`src/include/clk_ctrl_pkg.sv`:
```
// Constants, register map and state types of the clock and power-down controller.
// ----------------------------------------------------------------------------
// ----------------------------------------------------------------------------
package clk_ctrl_pkg;

  // --------------------------------------------------------------------------
  // Register offsets
  // --------------------------------------------------------------------------
  localparam logic [7:0] OFS_PWR_CTRL = 8'h00;
  localparam logic [7:0] OFS_HS_GATE = 8'h04;
  localparam logic [7:0] OFS_PERIPH_GATE = 8'h08;
  localparam logic [7:0] OFS_STABLE = 8'h0C;
  localparam logic [7:0] OFS_CORE_SEL = 8'h10;
  localparam logic [7:0] OFS_PSEL_A = 8'h14;
  localparam logic [7:0] OFS_DIV_NUM = 8'h18;
  localparam logic [7:0] OFS_PSEL_B = 8'h1C;
  localparam logic [7:0] OFS_PLL_CTRL = 8'h20;
  localparam logic [7:0] OFS_FREQ_DIV = 8'h24;

  // --------------------------------------------------------------------------
  // Field positions
  // --------------------------------------------------------------------------
  localparam int BIT_HF_XTAL = 0;
  localparam int BIT_LF_XTAL = 1;
  localparam int BIT_FAST_RC = 2;
  localparam int BIT_SLOW_RC = 3;
  localparam int BIT_WAKE_DLY = 4;
  localparam int BIT_WAKE_IRQ_EN = 5;
  localparam int BIT_WAKE_FLAG = 6;
  localparam int BIT_PD_REQ = 7;
  localparam int BIT_WAIT_CPU = 8;
  localparam int BIT_DMA_GATE = 1;
  localparam int BIT_FLASH_GATE = 2;
  localparam int BIT_EXT_BUS_GATE = 3;
  localparam int BIT_DIV_GATE = 6;
  localparam int BIT_DIV_RUN = 4;
  localparam int BIT_SW_FAIL = 7;

  // --------------------------------------------------------------------------
  // Reset values and source codes
  // --------------------------------------------------------------------------
  localparam logic [31:0] RST_HS_GATE = 32'h0000000D;
  localparam logic [31:0] RST_PERIPH_GATE = 32'h00000000;
  localparam logic [31:0] RST_PSEL_A = 32'hFFFFFFFF;
  localparam logic [31:0] RST_PSEL_B = 32'h000000F0;
  localparam logic [31:0] RST_DIV_NUM = 32'h00000000;
  localparam logic [31:0] RST_PLL_CTRL = 32'h0005C22E;
  localparam logic [4:0] RST_FREQ_DIV = 5'h00;
  localparam logic [2:0] RST_TICK_SRC = 3'h7;
  localparam logic [2:0] SRC_HF_XTAL = 3'h0;
  localparam logic [2:0] SRC_LF_XTAL = 3'h1;
  localparam logic [2:0] SRC_PLL = 3'h2;
  localparam logic [2:0] SRC_SLOW_RC = 3'h3;
  localparam int DIV_STAGES = 16;

  typedef enum logic [1:0] {
    PM_RUN,
    PM_IDLE,
    PM_DOWN,
    PM_WAKE_DLY
  } power_state_t;

endpackage : clk_ctrl_pkg

```
`src/verilog/clock_power_down_controller.sv`:
```
// Clock and power-down controller with a classic Wishbone register slave.
//
// Decided for this implementation: the Wishbone slave port.
`timescale 1ns/1ps
module clock_power_down_controller #(
  parameter int WAKE_DLY_HF_CYCLES = 4096,
  parameter int WAKE_DLY_RC_CYCLES = 256
) (
  input wire logic mclk,
  input wire logic rst_b,
  input wire logic wb_cyc_i,
  input wire logic wb_stb_i,
  input wire logic wb_we_i,
  input wire logic [7:0] wb_adr_i,
  input wire logic [3:0] wb_sel_i,
  input wire logic [31:0] wb_dat_i,
  output logic [31:0] wb_dat_o,
  output logic wb_ack_o,
  input wire logic regs_unlocked,
  input wire logic [2:0] cfg_default_source,
  input wire logic wait_for_interrupt_instr,
  input wire logic tick_use_external,
  input wire logic [7:0] wake_src,
  input wire logic [4:0] osc_stable,
  input wire logic [31:0] periph_slow_source,
  output logic hf_crystal_on,
  output logic low_freq_crystal_on,
  output logic fast_rc_osc_on,
  output logic slow_rc_osc_on,
  output logic pll_on,
  output logic sys_clock_en,
  output logic cpu_clock_en,
  output logic [4:0] sys_source_onehot,
  output logic [4:0] tick_source_onehot,
  output logic ext_bus_clock_gate,
  output logic flash_prog_clock_gate,
  output logic dma_clock_gate,
  output logic [31:0] periph_clock_en,
  output logic wake_irq,
  output logic in_power_down,
  output logic divided_clock_out
);

  // --------------------------------------------------------------------------
  // Register storage
  // --------------------------------------------------------------------------
  logic [8:0] pwr_q;
  logic [3:1] hs_gate_q;
  logic [31:0] periph_gate_q;
  logic sw_fail_q;
  logic [2:0] core_src_q;
  logic [2:0] tick_src_q;
  logic [31:0] psel_a_q;
  logic [31:0] div_num_q;
  logic [31:0] psel_b_q;
  logic [31:0] pll_ctrl_q;
  logic [4:0] freq_div_q;
  logic [31:0] rd_d;
  logic [31:0] wmask;
  logic wr_en;
  logic wr_prot;
  logic [4:0] stable_q1;
  logic [4:0] stable_q2;
  logic [7:0] wake_q1;
  logic [7:0] wake_q2;
  logic wake_any;
  clk_ctrl_pkg::power_state_t state_q;
  clk_ctrl_pkg::power_state_t state_d;
  logic [12:0] dly_cnt_q;
  logic wake_now;
  logic down_d;
  localparam int DIV_STAGES_W = clk_ctrl_pkg::DIV_STAGES;
  logic [DIV_STAGES_W-1:0] div_cnt_q;
  logic [DIV_STAGES_W-1:0] div_cnt_d;

  // --------------------------------------------------------------------------
  // Synchronisers for pins from other domains
  // --------------------------------------------------------------------------
  always_ff @(posedge mclk) begin
    if (!rst_b) begin
      wake_q1 <= 8'h00;
      wake_q2 <= 8'h00;
      stable_q1 <= 5'h00;
      stable_q2 <= 5'h00;
    end else begin
      wake_q1 <= wake_src;
      wake_q2 <= wake_q1;
      stable_q1 <= osc_stable;
      stable_q2 <= stable_q1;
    end
  end

  assign wake_any = |wake_q2;

  // --------------------------------------------------------------------------
  // Wishbone slave: one wait state, the write lands on the ack edge
  // --------------------------------------------------------------------------
  assign wmask = {{8{wb_sel_i[3]}}, {8{wb_sel_i[2]}}, {8{wb_sel_i[1]}}, {8{wb_sel_i[0]}}};
  assign wr_en = wb_cyc_i && wb_stb_i && wb_we_i && wb_ack_o;
  assign wr_prot = wr_en && regs_unlocked;

  always_comb begin
    rd_d = 32'h00000000;
    unique case (wb_adr_i)
      clk_ctrl_pkg::OFS_PWR_CTRL: rd_d = {23'h000000, pwr_q};
      clk_ctrl_pkg::OFS_HS_GATE: rd_d = {28'h0000000, hs_gate_q, 1'b1};
      clk_ctrl_pkg::OFS_PERIPH_GATE: rd_d = periph_gate_q;
      clk_ctrl_pkg::OFS_STABLE: rd_d = {24'h000000, sw_fail_q, 2'b00, stable_q2};
      clk_ctrl_pkg::OFS_CORE_SEL: rd_d = {26'h0000000, tick_src_q, core_src_q};
      clk_ctrl_pkg::OFS_PSEL_A: rd_d = psel_a_q;
      clk_ctrl_pkg::OFS_DIV_NUM: rd_d = div_num_q;
      clk_ctrl_pkg::OFS_PSEL_B: rd_d = psel_b_q;
      clk_ctrl_pkg::OFS_PLL_CTRL: rd_d = pll_ctrl_q;
      clk_ctrl_pkg::OFS_FREQ_DIV: rd_d = {27'h0000000, freq_div_q};
      default: rd_d = 32'h00000000;
    endcase
  end

  // Unmapped addresses are acked with zero data so a stray access never hangs the bus.
  always_ff @(posedge mclk) begin
    if (!rst_b) begin
      wb_ack_o <= 1'b0;
      wb_dat_o <= 32'h00000000;
    end else begin
      wb_ack_o <= wb_cyc_i && wb_stb_i && !wb_ack_o;
      if (wb_cyc_i && wb_stb_i && !wb_ack_o) begin
        wb_dat_o <= rd_d;
      end
    end
  end

  // --------------------------------------------------------------------------
  // Power-down control register
  // --------------------------------------------------------------------------
  always_ff @(posedge mclk) begin
    if (!rst_b) begin
      pwr_q <= 9'h000;
      pwr_q[clk_ctrl_pkg::BIT_WAKE_DLY] <= 1'b1;
      pwr_q[clk_ctrl_pkg::BIT_FAST_RC] <= 1'b1;
      pwr_q[clk_ctrl_pkg::BIT_HF_XTAL] <= (cfg_default_source == clk_ctrl_pkg::SRC_HF_XTAL);
    end else begin
      if (wr_prot && wb_adr_i == clk_ctrl_pkg::OFS_PWR_CTRL) begin
        if (wb_sel_i[0]) begin
          pwr_q[5:0] <= wb_dat_i[5:0];
          pwr_q[clk_ctrl_pkg::BIT_PD_REQ] <= wb_dat_i[clk_ctrl_pkg::BIT_PD_REQ];
        end
        if (wb_sel_i[1]) begin
          pwr_q[clk_ctrl_pkg::BIT_WAIT_CPU] <= wb_dat_i[clk_ctrl_pkg::BIT_WAIT_CPU];
        end
      end
      // The wake flag is not protected; a wake event in the clearing cycle wins.
      if (wake_now) begin
        pwr_q[clk_ctrl_pkg::BIT_WAKE_FLAG] <= 1'b1;
        pwr_q[clk_ctrl_pkg::BIT_PD_REQ] <= 1'b0;
      end else if (wr_en && wb_adr_i == clk_ctrl_pkg::OFS_PWR_CTRL && wb_sel_i[0]
                   && wb_dat_i[clk_ctrl_pkg::BIT_WAKE_FLAG]) begin
        pwr_q[clk_ctrl_pkg::BIT_WAKE_FLAG] <= 1'b0;
      end
    end
  end

  // --------------------------------------------------------------------------
  // Plain control registers
  // --------------------------------------------------------------------------
  always_ff @(posedge mclk) begin
    if (!rst_b) begin
      hs_gate_q <= clk_ctrl_pkg::RST_HS_GATE[3:1];
      periph_gate_q <= clk_ctrl_pkg::RST_PERIPH_GATE;
      psel_a_q <= clk_ctrl_pkg::RST_PSEL_A;
      psel_b_q <= clk_ctrl_pkg::RST_PSEL_B;
      div_num_q <= clk_ctrl_pkg::RST_DIV_NUM;
      pll_ctrl_q <= clk_ctrl_pkg::RST_PLL_CTRL;
      freq_div_q <= clk_ctrl_pkg::RST_FREQ_DIV;
    end else if (wr_en) begin
      unique case (wb_adr_i)
        clk_ctrl_pkg::OFS_HS_GATE: begin
          if (wb_sel_i[0]) begin
            hs_gate_q <= wb_dat_i[3:1];
          end
        end
        clk_ctrl_pkg::OFS_PERIPH_GATE: begin
          periph_gate_q <= (periph_gate_q & ~wmask) | (wb_dat_i & wmask);
        end
        clk_ctrl_pkg::OFS_PSEL_A: psel_a_q <= (psel_a_q & ~wmask) | (wb_dat_i & wmask);
        clk_ctrl_pkg::OFS_PSEL_B: psel_b_q <= (psel_b_q & ~wmask) | (wb_dat_i & wmask);
        clk_ctrl_pkg::OFS_DIV_NUM: div_num_q <= (div_num_q & ~wmask) | (wb_dat_i & wmask);
        clk_ctrl_pkg::OFS_PLL_CTRL: pll_ctrl_q <= (pll_ctrl_q & ~wmask) | (wb_dat_i & wmask);
        clk_ctrl_pkg::OFS_FREQ_DIV: begin
          if (wb_sel_i[0]) begin
            freq_div_q <= wb_dat_i[4:0];
          end
        end
        default: begin
        end
      endcase
    end
  end

  // --------------------------------------------------------------------------
  // Source selection and switch-fail flag
  // --------------------------------------------------------------------------
  function automatic logic [4:0] core_onehot(input logic [2:0] code);
    logic [4:0] oh;
    oh = 5'h00;
    if (code[2]) begin
      oh[4] = 1'b1;
    end else begin
      oh[code[1:0]] = 1'b1;
    end
    return oh;
  endfunction : core_onehot

  always_ff @(posedge mclk) begin
    if (!rst_b) begin
      core_src_q <= cfg_default_source[2] ? 3'h7 : 3'h0;
      tick_src_q <= clk_ctrl_pkg::RST_TICK_SRC;
      sw_fail_q <= 1'b0;
    end else begin
      if (wr_prot && wb_adr_i == clk_ctrl_pkg::OFS_CORE_SEL && wb_sel_i[0]) begin
        core_src_q <= wb_dat_i[2:0];
        tick_src_q <= wb_dat_i[5:3];
        sw_fail_q <= ~|(core_onehot(wb_dat_i[2:0]) & stable_q2);
      end else if (wr_prot && wb_adr_i == clk_ctrl_pkg::OFS_STABLE && wb_sel_i[0]
                   && wb_dat_i[clk_ctrl_pkg::BIT_SW_FAIL]) begin
        sw_fail_q <= 1'b0;
      end
    end
  end

  // --------------------------------------------------------------------------
  // Power mode sequencer
  // --------------------------------------------------------------------------
  assign wake_now = (state_q == clk_ctrl_pkg::PM_DOWN) && wake_any;

  always_comb begin
    state_d = state_q;
    unique case (state_q)
      clk_ctrl_pkg::PM_RUN, clk_ctrl_pkg::PM_IDLE: begin
        if (pwr_q[clk_ctrl_pkg::BIT_PD_REQ] && !pwr_q[clk_ctrl_pkg::BIT_WAIT_CPU]) begin
          state_d = clk_ctrl_pkg::PM_DOWN;
        end else if (pwr_q[clk_ctrl_pkg::BIT_PD_REQ] && wait_for_interrupt_instr) begin
          state_d = clk_ctrl_pkg::PM_DOWN;
        end else if (!pwr_q[clk_ctrl_pkg::BIT_PD_REQ] && wait_for_interrupt_instr) begin
          state_d = clk_ctrl_pkg::PM_IDLE;
        end else begin
          state_d = clk_ctrl_pkg::PM_RUN;
        end
      end
      clk_ctrl_pkg::PM_DOWN: begin
        if (wake_any) begin
          if (pwr_q[clk_ctrl_pkg::BIT_WAKE_DLY] && (core_src_q[2]
              || core_src_q == clk_ctrl_pkg::SRC_HF_XTAL)) begin
            state_d = clk_ctrl_pkg::PM_WAKE_DLY;
          end else begin
            state_d = clk_ctrl_pkg::PM_RUN;
          end
        end
      end
      clk_ctrl_pkg::PM_WAKE_DLY: begin
        if (dly_cnt_q == 13'h0000) begin
          state_d = clk_ctrl_pkg::PM_RUN;
        end
      end
    endcase
  end

  // The delay counts mclk edges while sys_clock_en is still held low; its length follows the selected source.
  always_ff @(posedge mclk) begin
    if (!rst_b) begin
      state_q <= clk_ctrl_pkg::PM_RUN;
      dly_cnt_q <= 13'h0000;
    end else begin
      state_q <= state_d;
      if (wake_now) begin
        dly_cnt_q <= core_src_q[2] ? 13'(WAKE_DLY_RC_CYCLES - 1)
                                   : 13'(WAKE_DLY_HF_CYCLES - 1);
      end else if (state_q == clk_ctrl_pkg::PM_WAKE_DLY) begin
        dly_cnt_q <= dly_cnt_q - 13'h0001;
      end
    end
  end

  // --------------------------------------------------------------------------
  // Clock enables
  // --------------------------------------------------------------------------
  assign down_d = state_d == clk_ctrl_pkg::PM_DOWN;

  always_ff @(posedge mclk) begin
    if (!rst_b) begin
      hf_crystal_on <= 1'b0;
      low_freq_crystal_on <= 1'b0;
      fast_rc_osc_on <= 1'b0;
      slow_rc_osc_on <= 1'b0;
      pll_on <= 1'b0;
      sys_clock_en <= 1'b0;
      cpu_clock_en <= 1'b0;
      in_power_down <= 1'b0;
    end else begin
      hf_crystal_on <= pwr_q[clk_ctrl_pkg::BIT_HF_XTAL] && !down_d;
      fast_rc_osc_on <= pwr_q[clk_ctrl_pkg::BIT_FAST_RC] && !down_d;
      low_freq_crystal_on <= pwr_q[clk_ctrl_pkg::BIT_LF_XTAL];
      slow_rc_osc_on <= pwr_q[clk_ctrl_pkg::BIT_SLOW_RC];
      pll_on <= !down_d;
      sys_clock_en <= !down_d && state_d != clk_ctrl_pkg::PM_WAKE_DLY;
      cpu_clock_en <= state_d == clk_ctrl_pkg::PM_RUN;
      in_power_down <= down_d;
    end
  end

  always_ff @(posedge mclk) begin
    if (!rst_b) begin
      wake_irq <= 1'b0;
      ext_bus_clock_gate <= 1'b0;
      flash_prog_clock_gate <= 1'b0;
      dma_clock_gate <= 1'b0;
      periph_clock_en <= 32'h00000000;
      sys_source_onehot <= 5'h00;
      tick_source_onehot <= 5'h00;
    end else begin
      wake_irq <= pwr_q[clk_ctrl_pkg::BIT_WAKE_FLAG] && pwr_q[clk_ctrl_pkg::BIT_WAKE_IRQ_EN];
      ext_bus_clock_gate <= hs_gate_q[clk_ctrl_pkg::BIT_EXT_BUS_GATE] && sys_clock_en;
      flash_prog_clock_gate <= hs_gate_q[clk_ctrl_pkg::BIT_FLASH_GATE] && sys_clock_en;
      dma_clock_gate <= hs_gate_q[clk_ctrl_pkg::BIT_DMA_GATE] && sys_clock_en;
      periph_clock_en <= periph_gate_q & (in_power_down ? periph_slow_source : 32'hFFFFFFFF);
      sys_source_onehot <= core_onehot(core_src_q);
      tick_source_onehot <= tick_use_external ? core_onehot(tick_src_q) : 5'h00;
    end
  end

  // --------------------------------------------------------------------------
  // Frequency divider
  // --------------------------------------------------------------------------
  // Clearing the run bit lets the chain run on until the tap is low, so no runt pulse.
  always_comb begin
    div_cnt_d = div_cnt_q;
    if (periph_gate_q[clk_ctrl_pkg::BIT_DIV_GATE]
        && (freq_div_q[clk_ctrl_pkg::BIT_DIV_RUN] || div_cnt_q[freq_div_q[3:0]])) begin
      div_cnt_d = div_cnt_q + 16'h0001;
    end
  end

  always_ff @(posedge mclk) begin
    if (!rst_b) begin
      div_cnt_q <= 16'h0000;
      divided_clock_out <= 1'b0;
    end else begin
      div_cnt_q <= div_cnt_d;
      divided_clock_out <= div_cnt_d[freq_div_q[3:0]];
    end
  end

endmodule : clock_power_down_controller

```
`config.mk`:
```
export PLATFORM = sky130hd
export DESIGN_NAME = clock_power_down_controller
export DESIGN_NICKNAME = d
export VERILOG_FILES = /design/src/include/clk_ctrl_pkg.sv /design/src/verilog/clock_power_down_controller.sv
export SDC_FILE = /design/constraint.sdc
export NUM_CORES = 1
export LEC_CHECK = 0
export CAP_MARGIN = 10
export CORE_ASPECT_RATIO = 1.4
export CORE_UTILIZATION = 60
export DETAILED_ROUTE_END_ITERATION = 16
export DONT_BUFFER_PORTS = 1
export PLACE_DENSITY_LB_ADDON = 0.1
export SETUP_SLACK_MARGIN = 0.02
export SLEW_MARGIN = 25
export SYNTH_ARGS = -nofsm -noshare
export SYNTH_HDL_FRONTEND = slang
export SYNTH_SLANG_ARGS = --single-unit
```
`constraint.sdc`:
```
create_clock -name mclk -period 4.4 [get_ports mclk]
set_clock_uncertainty 0.05 [all_clocks]
set_input_delay 0 -clock mclk [delete_from_list [all_inputs] [get_ports mclk]]
set_output_delay 0 -clock mclk [all_outputs]
set_load 0.03 [all_outputs]
```
==> results list, run 1 <==
- Based on the critical path, the design can be clocked at up to 305.9 MHz.
- In this run the power spent charging and discharging nets is 1.303 mW.
- Total negative slack for setup checks: 0 ns
* Worst Path Class, Setup: reg2reg
* Overall routed net length: 36,530 µm
* Adder and majority cell fraction of the synthesized area: 0.001925
- Internal power comes to 4.560 mW.
- The tree is rooted in a clkbuf_16.
- Effective utilization at floorplan: 0.6131
* Final routed wire length divided by cell count: 19.16 µm
- Core region area: 21,200 µm²
- When the netlist entered floorplanning its net count stood at 1,683.
- TritonCTS built the clock tree.
- Total Die Area: 22,270 µm²
- Count of clock tree sinks: 329
- # IOs: 188
- Switching portion of total power: 0.2222
- Type of origin of the critical path: flop
* Number of antenna violations at the first check in global routing: 0
- Cell with the most instances after synthesis: nand2_1
* Unrepaired setup endpoints after global routing: no
* Share of cell area taken by muxes after synthesis: 0.01424
* Leak: 5.598 nW
- Residual overflow from global routing: 0
- DRT Pass-1 Iters: 6
* Ant diodes: 0
- The number of endpoints with negative hold slack in the final report is 0.
- The congestion estimate from routability-driven global placement came to 0.8848.
- Row cnt: 63
- Post-synth ARST share: 0
* Vias/cell: 6.177
- In this run the remaining antenna-violating nets after routing total 0.
- Final setup vio count: 0
- Total power consumption of the routed design: 5.862 mW
- Of the total power, the clock network draws 0.446.
- Flip-flop cell with the highest count after synthesis: dfxtp_1
- Cell type with the largest total area after synthesis: dfxtp_1
- Xor-xnor portion of the synthesized cell area: 0.01482
* Number of flops mapped to enable cells by yosys: 4
* Distinct cell type count of the synthesized netlist: 62
- Buffers added to address setup during post-CTS repair amount to 0.
- Synthesis produced 1,581 cells.
- For this run, the post-layout net count is 1,724.
- Slack of the worst reg-to-reg path: 1.13 ns
- Count of synthesis-stage warnings from yosys: 0
* Simple-Gate Fraction of Synth Area: 0.2497
- Of the total power, combinational logic draws 0.036.
* Sequential-to-total area share from yosys stat: 0.5097
* Total of buffers placed on input and output ports: 0
- In this run the tightest slew margin relative to its limit is 0.3618.
- The first global-routing pass estimated 58,240 µm of wire.
- Status: completed
- Top cells by area, synth: dfxtp_1, nand2_1, a21oi_1, nand3_1, a22oi_1
- In this run the power density over the cells is 386.7 nW/µm².
* Count of final max-slew check failures: 0
- Clock latency on the worst-skew pair, taken at its later pin, is 0.57 ns.
* Global routing usage summed across all routing layers: 0.3248
- Area grow syn2layout: 16.62%
* Clock slew at the register clock pins of the worst setup and hold paths: 0.07 ns
- The share of synthesized area in the top cell type comes to 0.5005.
- Along the worst path, the maximum fanout reaches 21.
* Compound-gate portion of the synthesized area: 0.1641
- The path class of the tightest hold or removal check is in2reg.
- For the pin with the worst max-slew slack, the measured transition is 0.9573 ns.
- Measured on the finished design, the core utilization comes to 0.7150.
* Shortest period the worst path allows: 3.269 ns
- From left edge to right edge, the die measures 126.4 µm.
- Summing over every cut layer, the via total after detailed routing is 11,780.
* Main combinational cell family by area after synthesis: simple AND/OR/NAND/NOR gates
* CTS H-tree lvls: 1
- Layout cell share with drive strength beyond 1: 0.05100
- STA puts the critical path data required time at 4.85 ns.
- Synthesis inferred 329 register bits.
* Largest vdd supply drop: 352.9 µV
* Iter 0 DRT Violations: 1,072
- Top cell types by occurrence after synthesis: nand2_1, dfxtp_1, a21oi_1
- Of the available clock period, the critical path in the final layout requires 0.7430.
- Buffer levels on the longest clock path: 3
- In the routed design, unresolved DRC markers number 0.
* Die height: 176.2 µm
* Critical Path Sink Type: flop
- The share of total power dissipated in sequential elements is 0.518.
* Number of buffers created by CTS: 31
* Number of global-route vias before repair: 11,210
- HPWL after DPL: 21,830 µm
* Number of max-cap violations: 0
* Arrival time of data at the critical path endpoint: 3.72 ns
* Post-synthesis average cell area: 8.223 µm²
- Syn Std Cell Area: 13,000 µm²
- Pin count of the biggest net entering global routing: 135
## timing repair
| item | in CTS | in global routing |
|---|---|---|
| resized for setup | 0 | 0 |
| hold endpoints to repair | 289 | 0 |
| hold buffers | 107 | 0 |
## power by group through the flow
stage | sequential [mW] | combinational [mW] | clock [mW]
3_5_place_dp | 3.10 | 0.0929 | 0
5_1_grt | 3.04 | 0.225 | 2.77
2_1_floorplan | 3.09 | 0.0886 | 0
6_report | 3.04 | 0.211 | 2.62
4_1_cts | 3.03 | 0.206 | 2.63
3_3_place_gp | 3.10 | 0.0912 | 0
## placed cells by master, fill, tap and decap left out, types with 4 or more instances in the layout
cell and instances:
nand2_1 369, dfxtp_1 324, a21oi_1 178, nand3_1 155
dlygate4sd3_1 106, nor2_1 78, a22oi_1 75, and2_1 52
inv_1 41, clkbuf_16 31, a222oi_1 26, xnor2_1 15
mux2i_1 14, buf_4 13, and3_1 11, nand4_1 11
clkbuf_1 10, nor3_1 9, a221oi_1 8, xor2_1 7
clkinv_2 7, nand2b_1 6, nor4_1 6, a2111oi_0 6
a22o_1 6, clkbuf_8 6, nor2_4 5, o21ai_0 5
nor2b_1 4, edfxtp_1 4
## path summary, 6_finish.rpt
| check | from | end | depth (start not counted) |
|---|---|---|---|
| setup reg to reg | wb_ack_o | hs_gate_q[2] | 6 |
| hold reg to reg | wake_q1[1] | wake_q2[1] | 1 |
| hold / removal | wb_cyc_i | pwr_q[8] | 4 |
| setup / recovery | wb_ack_o | hs_gate_q[2] | 6 |
## critical path, stage by stage, from the launching register on
cell,delay [ns]
dfxtp_1,0.52
and4_1,0.45
and2_1,0.71
nand3_1,0.19
dlygate4sd3_1,0.62
nand3_1,0.09
dlygate4sd3_1,0.55
## routing by layer
| metal | vias to the layer above | track usage | part of all wire |
|---|---|---|---|
| met5 | - | 0 | 0 |
| met4 | 0 | 0.1376 | 0.036 |
| met3 | 101 | 0.05727 | 0.079 |
| met2 | 567 | 0.5785 | 0.50 |
| met1 | 5558 | 0.3825 | 0.39 |
| li1 | 5554 | - | - |
## final cells by class
type	instances	area, µm²
Multi-Input combinational cell	1096	5838
Tap cell	260	325.3
Inverter	43	166.4
Fill cell	1636	6043
Sequential cell	329	6628
Clock buffer	47	895.9
Timing Repair Buffer	121	1214
Clock inverter	11	93.84
## through the flow
| step | instances | instance area [µm²] | hold WS (ns) | worst slack [ns] |
|---|---|---|---|---|
| global placement | 1741 | 13050 | 0.02802 | 1.020 |
| CTS | 1907 | 15150 | 0.0003418 | 1.024 |
| floorplan | 1581 | 13000 | 0.07397 | 1.911 |
| global route | 1907 | 15160 | 0.03362 | 0.9867 |
| finish | 1907 | 15160 | 0.005368 | 1.131 |
| detailed placement | 1742 | 13080 | 0.02807 | 1.050 |
## logic make-up (layout without fill, tap and decap cells)
group           Yosys count  in the layout
fa+ha+maj                 2              2
simple gates            725            725
buf+inv                 156            222
flops                   329            329
compound gates          331            331
mux                      16             16
xor+xnor                 22             22
(Power assumes the default switching activity.)
==> inputs of run 2 (changes only) <==
Clock period 4.4 ns to 3.15 ns, I/O delays scaled along.
==> results list, run 2 (synthesis results as in run 1) <==
* Status: completed (unchanged)
- Slew @ Worst Pin: 0.9747 ns (was 0.9573 ns)
- The power per cell area is 566.9 nW/µm² (was 386.7 nW/µm²).
- The TritonCTS clock tree is built (unchanged).
- The area growth from synthesis to layout is 18.80% (was 16.62%).
* Highest signal layer in the routed design: met4 (unchanged)
* Multi-input combinational cell area: 5832 µm² (was 5838 µm²)
* Global routing usage summed across all routing layers: 0.3265 (was 0.3248)
- Final Core Density: 0.7283 (was 0.7150)
- Final hold viol count: 0 (unchanged)
* Storage cell area: 6628 µm² (unchanged)
- Total of buffers placed on input and output ports: 0 (unchanged)
* Final setup vio count: 0 (unchanged)
* Global-route wire length before repair: 58,530 µm (was 58,240 µm)
* Met3 routed wirelength: 2898 µm (was 2901 µm)
* Commonest cells after routing, fill and taps aside: nand2_1, dfxtp_1, a21oi_1 (unchanged)
- The initial antenna violation count was 1 (was 0).
* Clock slew at the register clock pins of the worst setup and hold paths: 0.07 ns (about the same)
* Width of the die: 126.4 µm (unchanged)
* Layout cell share with drive strength beyond 1: 0.06514 (was 0.05100)
- Maximum frequency from static timing analysis: 337.6 MHz (was 305.9 MHz)
* Design area: 15,440 µm² (was 15,160 µm²)
- The maximum vdd drop was 513.7 µV (was 352.9 µV).
- The average detailed-routed wire length per instance is 19.31 µm (was 19.16 µm).
- The initial core utilization was 0.6131 (unchanged).
* Row cnt: 63 (unchanged)
- The H-tree depth was 1 (unchanged).
* Via count of the routed design: 11,830 (was 11,780)
- The top-level I/O count was 188 (unchanged).
- The internal power of the cells came to 6.902 mW (was 4.560 mW).
- The portion of the clock cycle consumed by the worst path in the final layout was 0.9403 (was 0.7430).
- Routed length on met2: 18,190 µm (was 18,140 µm)
- The total negative setup slack was 0 ns (unchanged).
* Number of max-cap violations: 0 (unchanged)
- Clock network fraction of total power: 0.482 (was 0.446)
- Shortest period the worst path allows: 2.962 ns (was 3.269 ns)
* Total Die Area: 22,270 µm² (unchanged)
* Reported net switching power: 1.852 mW (was 1.303 mW)
* Die height: 176.2 µm (unchanged)
* Residual overflow from global routing: 0 (unchanged)
* Type of origin of the critical path: flop (unchanged)
- The maximum buffer depth of the clock tree is 3 (unchanged).
- Post-route worst hold slack: 0.004869 ns (was 0.005368 ns)
- Wire length on met1: 14,320 µm (was 14,160 µm)
- The arrival time of data at the critical path endpoint was 3.41 ns (was 3.72 ns).
- Worst Path Class, Setup: reg2reg (unchanged)
* Total DRC errors in the routed layout: 0 (unchanged)
- Leak: 5.766 nW (was 5.598 nW)
- The pin count of the biggest net entering global routing was 135 (unchanged).
- Fill cell count: 1,602 (was 1,636)
- Clock latency on the worst-skew pair: 0.55 ns (was 0.57 ns)
- The number of vias per cell after detailed routing is 6.165 (was 6.177).
- The worst hold path class was in2reg (unchanged).
* Number of buffers created by CTS: 30 (was 31)
- The number of buffers inserted to repair setup after CTS is 0 (unchanged).
- Overall routed net length: 37,060 µm (was 36,530 µm)
- Antenna-violating nets left: 0 (unchanged)
- The violation count after the first detailed-routing iteration was 1,146 (was 1,072).
- The combinational share of power was 0.034 (was 0.036).
* Count of clock tree sinks: 329 (unchanged)
- Net total in the final layout: 1,737 (was 1,724)
* DRT Pass-1 Iters: 8 (was 6)
- The highest fanout seen on the critical path was 12 (was 21).
- The HPWL reported at the end of detailed placement came to 22,790 µm (was 21,830 µm).
- Unrepaired setup endpoints after global routing: no (unchanged).
* Total placed instance area: 13,240 µm² (was 13,080 µm²)
* Most common library cell in the layout ignoring fill and taps: nand2_1 (unchanged)
* Total power consumption of the routed design: 8.755 mW (was 5.862 mW)
* Switching portion of total power: 0.2116 (was 0.2222)
- The core outline area came to 21,200 µm² (unchanged).
- The part of the power in registers is 0.484 (was 0.518).
- The number of max-slew violations in the final report came to 0 (unchanged).
- Global placer's final weighted congestion: 0.9040 (was 0.8848)
- The buffer type at the clock tree root was clkbuf_16 (unchanged).
- Critical Path RT: 3.60 ns (was 4.85 ns)
* Worst slew slack as a fraction of its limit: 0.3502 (was 0.3618)
- Number of global-route vias before repair: 11,140 (was 11,210)
- Critical Path Sink Type: flop (unchanged)
[run 2: what timing repair did]
action / 4_1_cts / 5_1_grt
hold endpoints to repair: 296 / 0
gates resized for setup: 0 / 1
setup endpoints to repair: 0 / 2
hold buffers: 102 / 0
[run 2: metrics by stage]
step	setup WS, ns	instances
floorplan	0.6606	1581
global placement	0.3400	1761
detailed placement	0.3247	1761
CTS	0.1410	1918
global route	0.08573	1919
finish	0.1880	1919
[run 2: path summary, 6_finish.rpt]
kind,cells after the start,endpoint,start,slack (ns)
worst max register to register,7,hs_gate_q[2],wb_ack_o,0.19
worst min-delay path,3,flop,wb_sel_i[1],0.005
worst max-delay path,7,hs_gate_q[2],wb_ack_o,0.19
worst min register to register,1,stable_q2[3],stable_q1[3],0.38
[run 2: layout make-up]
class	count	share of cell area
repair buffers	135	0.08572
multi-input cells	1096	0.3776
clock buffers	37	0.05493
clock inverters	18	0.02058
diodes	1	0.0001620
inverters	43	0.01078
flip-flops and latches	329	0.4291
well taps	260	0.02106
[run 2: power by group through the flow]
stage / combinational, mW / sequential (mW) / clock, mW
floorplan: 0.124 / 4.32 / 0
global route: 0.316 / 4.24 / 4.43
detailed placement: 0.131 / 4.33 / 0
CTS: 0.290 / 4.24 / 4.25
finish: 0.297 / 4.24 / 4.22
global placement: 0.131 / 4.33 / 0
[run 2: per-layer routing]
metal / vias to the layer above / global-route usage
li1: 5585 / -
met2: 578 / 0.5608
met4: 0 / 0.1611
met3: 121 / 0.05030
met1: 5546 / 0.3977
met5: - / 0
[run 2: worst max-delay path, cell delays in order, from the launching register on]
cell,delay (ns)
dfxtp_1,0.52
and4_1,0.46
and2_2,0.34
buf_4,0.22
nand3_1,0.09
dlygate4sd3_1,0.60
nand3_1,0.08
dlygate4sd3_1,0.55
==> inputs of run 3 (changes only) <==
Settings changed: CORE_ASPECT_RATIO 1.4 to 0.9, CTS_CLUSTER_SIZE set to 40.
==> results list, run 3 (synthesis results as in run 1) <==
- Commonest cells after routing, fill and taps aside: nand2_1, dfxtp_1, a21oi_1 (unchanged).
* Ant diodes: 0 (was 1)
- Effective utilization at floorplan: 0.6185 (was 0.6131)
- The total number of vias is 11,850 (was 11,830).
* Number of global-route vias before repair: 11,020 (was 11,140)
- Maximum fanout count along the critical path: 13 (was 12)
- The type of origin of the critical path is a flop (unchanged).
* Most common library cell in the layout ignoring fill and taps: nand2_1 (unchanged)
- Shortest period the worst path allows: 2.900 ns (was 2.962 ns)
- Worst Path Class, Setup: reg2reg (unchanged)
- Row cnt: 50 (was 63)
- The number of vias per cell after detailed routing was 6.074 (was 6.165).
- Number of antenna violations at the first check in global routing: 1 (unchanged)
* Critical Path Sink Type: flop (unchanged)
- The final weighted congestion of routability-driven global placement came to 0.8769 (was 0.9040).
* Power Dens Cells: 565.9 nW/µm² (was 566.9 nW/µm²)
* Pin count of the biggest net entering global routing: 135 (unchanged)
- The fraction of layout instances using a drive strength above 1 is 0.06791 (was 0.06514).
- Count of clock tree sinks: 329 (unchanged)
* Critical Path RT: 3.47 ns (was 3.60 ns)
- The number of setup violations in the final report is 0 (unchanged).
* Family with the most delay on the worst path: compound AO/OA/AOI/OAI gates (was buffers and inverters)
- The routed wire length was 36,780 µm (was 37,060 µm).
- The buffer type at the clock tree root was clkbuf_16 (unchanged).
- Count of final max-slew check failures: 0 (unchanged)
- Total placed instance area: 13,290 µm² (was 13,240 µm²)
- Residual overflow from global routing: 0 (unchanged)
* Slew @ Worst Pin: 0.9936 ns (was 0.9747 ns)
- The global-route wire length before repair was 58,250 µm (was 58,530 µm).
* Total negative slack for setup checks: 0 ns (unchanged)
- The violation count after the first detailed-routing iteration was 1,273 (was 1,146).
- The number of buffers inserted to repair setup after CTS was 0 (unchanged).
* Worst path setup slack after routing: 0.2496 ns (was 0.1880 ns)
- The timing-limited maximum frequency came to 344.8 MHz (was 337.6 MHz).
- DRT Pass-1 Iters: 6 (was 8)
- The maximum vdd drop was 432.1 µV (was 513.7 µV).
* Clock latency on the worst-skew pair: 0.51 ns (was 0.55 ns)
- The worst slew margin relative to its limit is 0.3376 (was 0.3502).
- Design area: 15,500 µm² (was 15,440 µm²)
- The number of DRC violations after detailed routing was 0 (unchanged).
* Global routing usage summed across all routing layers: 0.3293 (was 0.3265)
- Final hold viol count: 0 (unchanged)
- The floorplan die area is 22,260 µm² (was 22,270 µm²).
- The overall power of the completed layout is 8.772 mW (was 8.755 mW).
- Antenna-violating nets left: 0 (unchanged)
- The HPWL reported at the end of detailed placement is 22,170 µm (was 22,790 µm).
- The hold slack was 0.02627 ns (was 0.004869 ns).
- Path class of the lowest-slack min-delay path: in2reg (unchanged)
- The leakage dissipation is 5.797 nW (was 5.766 nW).
* Clock slew at the register clock pins of the worst setup and hold paths: 0.06 ns (was 0.07 ns)
* CTS H-tree lvls: 2 (was 1)
- The number of placed instances, taps included came to 1,789 (was 1,761).
- Unrepaired setup endpoints after global routing: no (unchanged).
* Net total in the final layout: 1,740 (was 1,737)
- Buffer levels on the longest clock path: 3 (unchanged)
- Number of buffers created by CTS: 34 (was 30)
- The delay contributed by the slowest stage of the critical path came to 0.67 ns (was 0.60 ns).
- Core region area: 21,020 µm² (was 21,200 µm²)
- Critical path buffers and inverters: 1 (was 3)
- Area grow syn2layout: 19.24% (was 18.80%)
* Die height: 141.6 µm (was 176.2 µm)
- Status: completed (unchanged)
- Non-Filler Instances: 1,950 (was 1,919)
- The average detailed-routed wire length per instance is 18.86 µm (was 19.31 µm).
- The number of buffers inserted by port buffering came to 0 (unchanged).
- Critical path's slowest cell: dfxtp_1 (was dlygate4sd3_1)
- Share of the clock period used by the worst path after layout: 0.9208 (was 0.9403)
- The number of max-cap violations was 0 (unchanged).
- # IOs: 188 (unchanged)
* Width of the die: 157.2 µm (was 126.4 µm)
- The TritonCTS clock tree was built (unchanged).
- Cell breakdown of the critical path: inv_1 > a32oi_1 > a41oi_1 > a21boi_1 > and2_1 > a221oi_1 > a2111oi_0 > o31ai_1 (was and4_1 > and2_2 > buf_4 > nand3_1 > dlygate4sd3_1 > nand3_1 > dlygate4sd3_1).
- The count of fill cells added during filler insertion came to 1,607 (was 1,602).
- The arrival time of data at the critical path endpoint came to 3.22 ns (was 3.41 ns).
- The slack of the worst reg-to-reg path is 0.25 ns (was 0.19 ns).
- The utilization after layout came to 0.7374 (was 0.7283).
- The worst setup timing slack at the placement stage is 0.3768 ns (was 0.3247 ns).
-- run 3: cell type report --
| class | instances | area [µm²] | area share |
|---|---|---|---|
| tap | 286 | 357.8 | 0.02309 |
| multi-input combinational | 1096 | 5826 | 0.3758 |
| clock buffer | 51 | 1069 | 0.06893 |
| timing repair buffer | 134 | 1321 | 0.08524 |
| inverter | 43 | 166.4 | 0.01074 |
| clock inverter | 11 | 133.9 | 0.008637 |
| sequential | 329 | 6628 | 0.4276 |
-- run 3: path summary, 6_finish.rpt --
kind,depth (start not counted),to,start
max,8,divided_clock_out,freq_div_q[2]
min,4,hs_gate_q[1],wb_adr_i[4]
max reg2reg,8,divided_clock_out,freq_div_q[2]
min reg2reg,1,wake_q2[7],wake_q1[7]
-- run 3: metal layers --
metal,vias up,global-route usage,part of all wire
li1,5596,-,-
met5,-,0,0.00044
met3,90,0.06720,0.095
met1,5578,0.4491,0.42
met2,579,0.5140,0.46
met4,2,0.1247,0.028
-- run 3: repair_timing --
item | CTS | global route
hold buffers | 99 | 0
hold endpoints to repair | 300 | 0
gates resized for setup | 0 | 0
-- run 3: worst min-delay path: stages --
cell and delay (ns):
nand2b_1 0.18, nor2_1 0.18, nand3_1 0.12, a21oi_1 0.05
-- run 3: power breakdown --
| group | internal (mW) | total [mW] | switching, mW |
|---|---|---|---|
| clock network | 2.60 | 4.24 | 1.64 |
| logic | 0.120 | 0.294 | 0.175 |
| registers | 4.20 | 4.24 | 0.0390 |
| total | 6.92 | 8.77 | 1.85 |
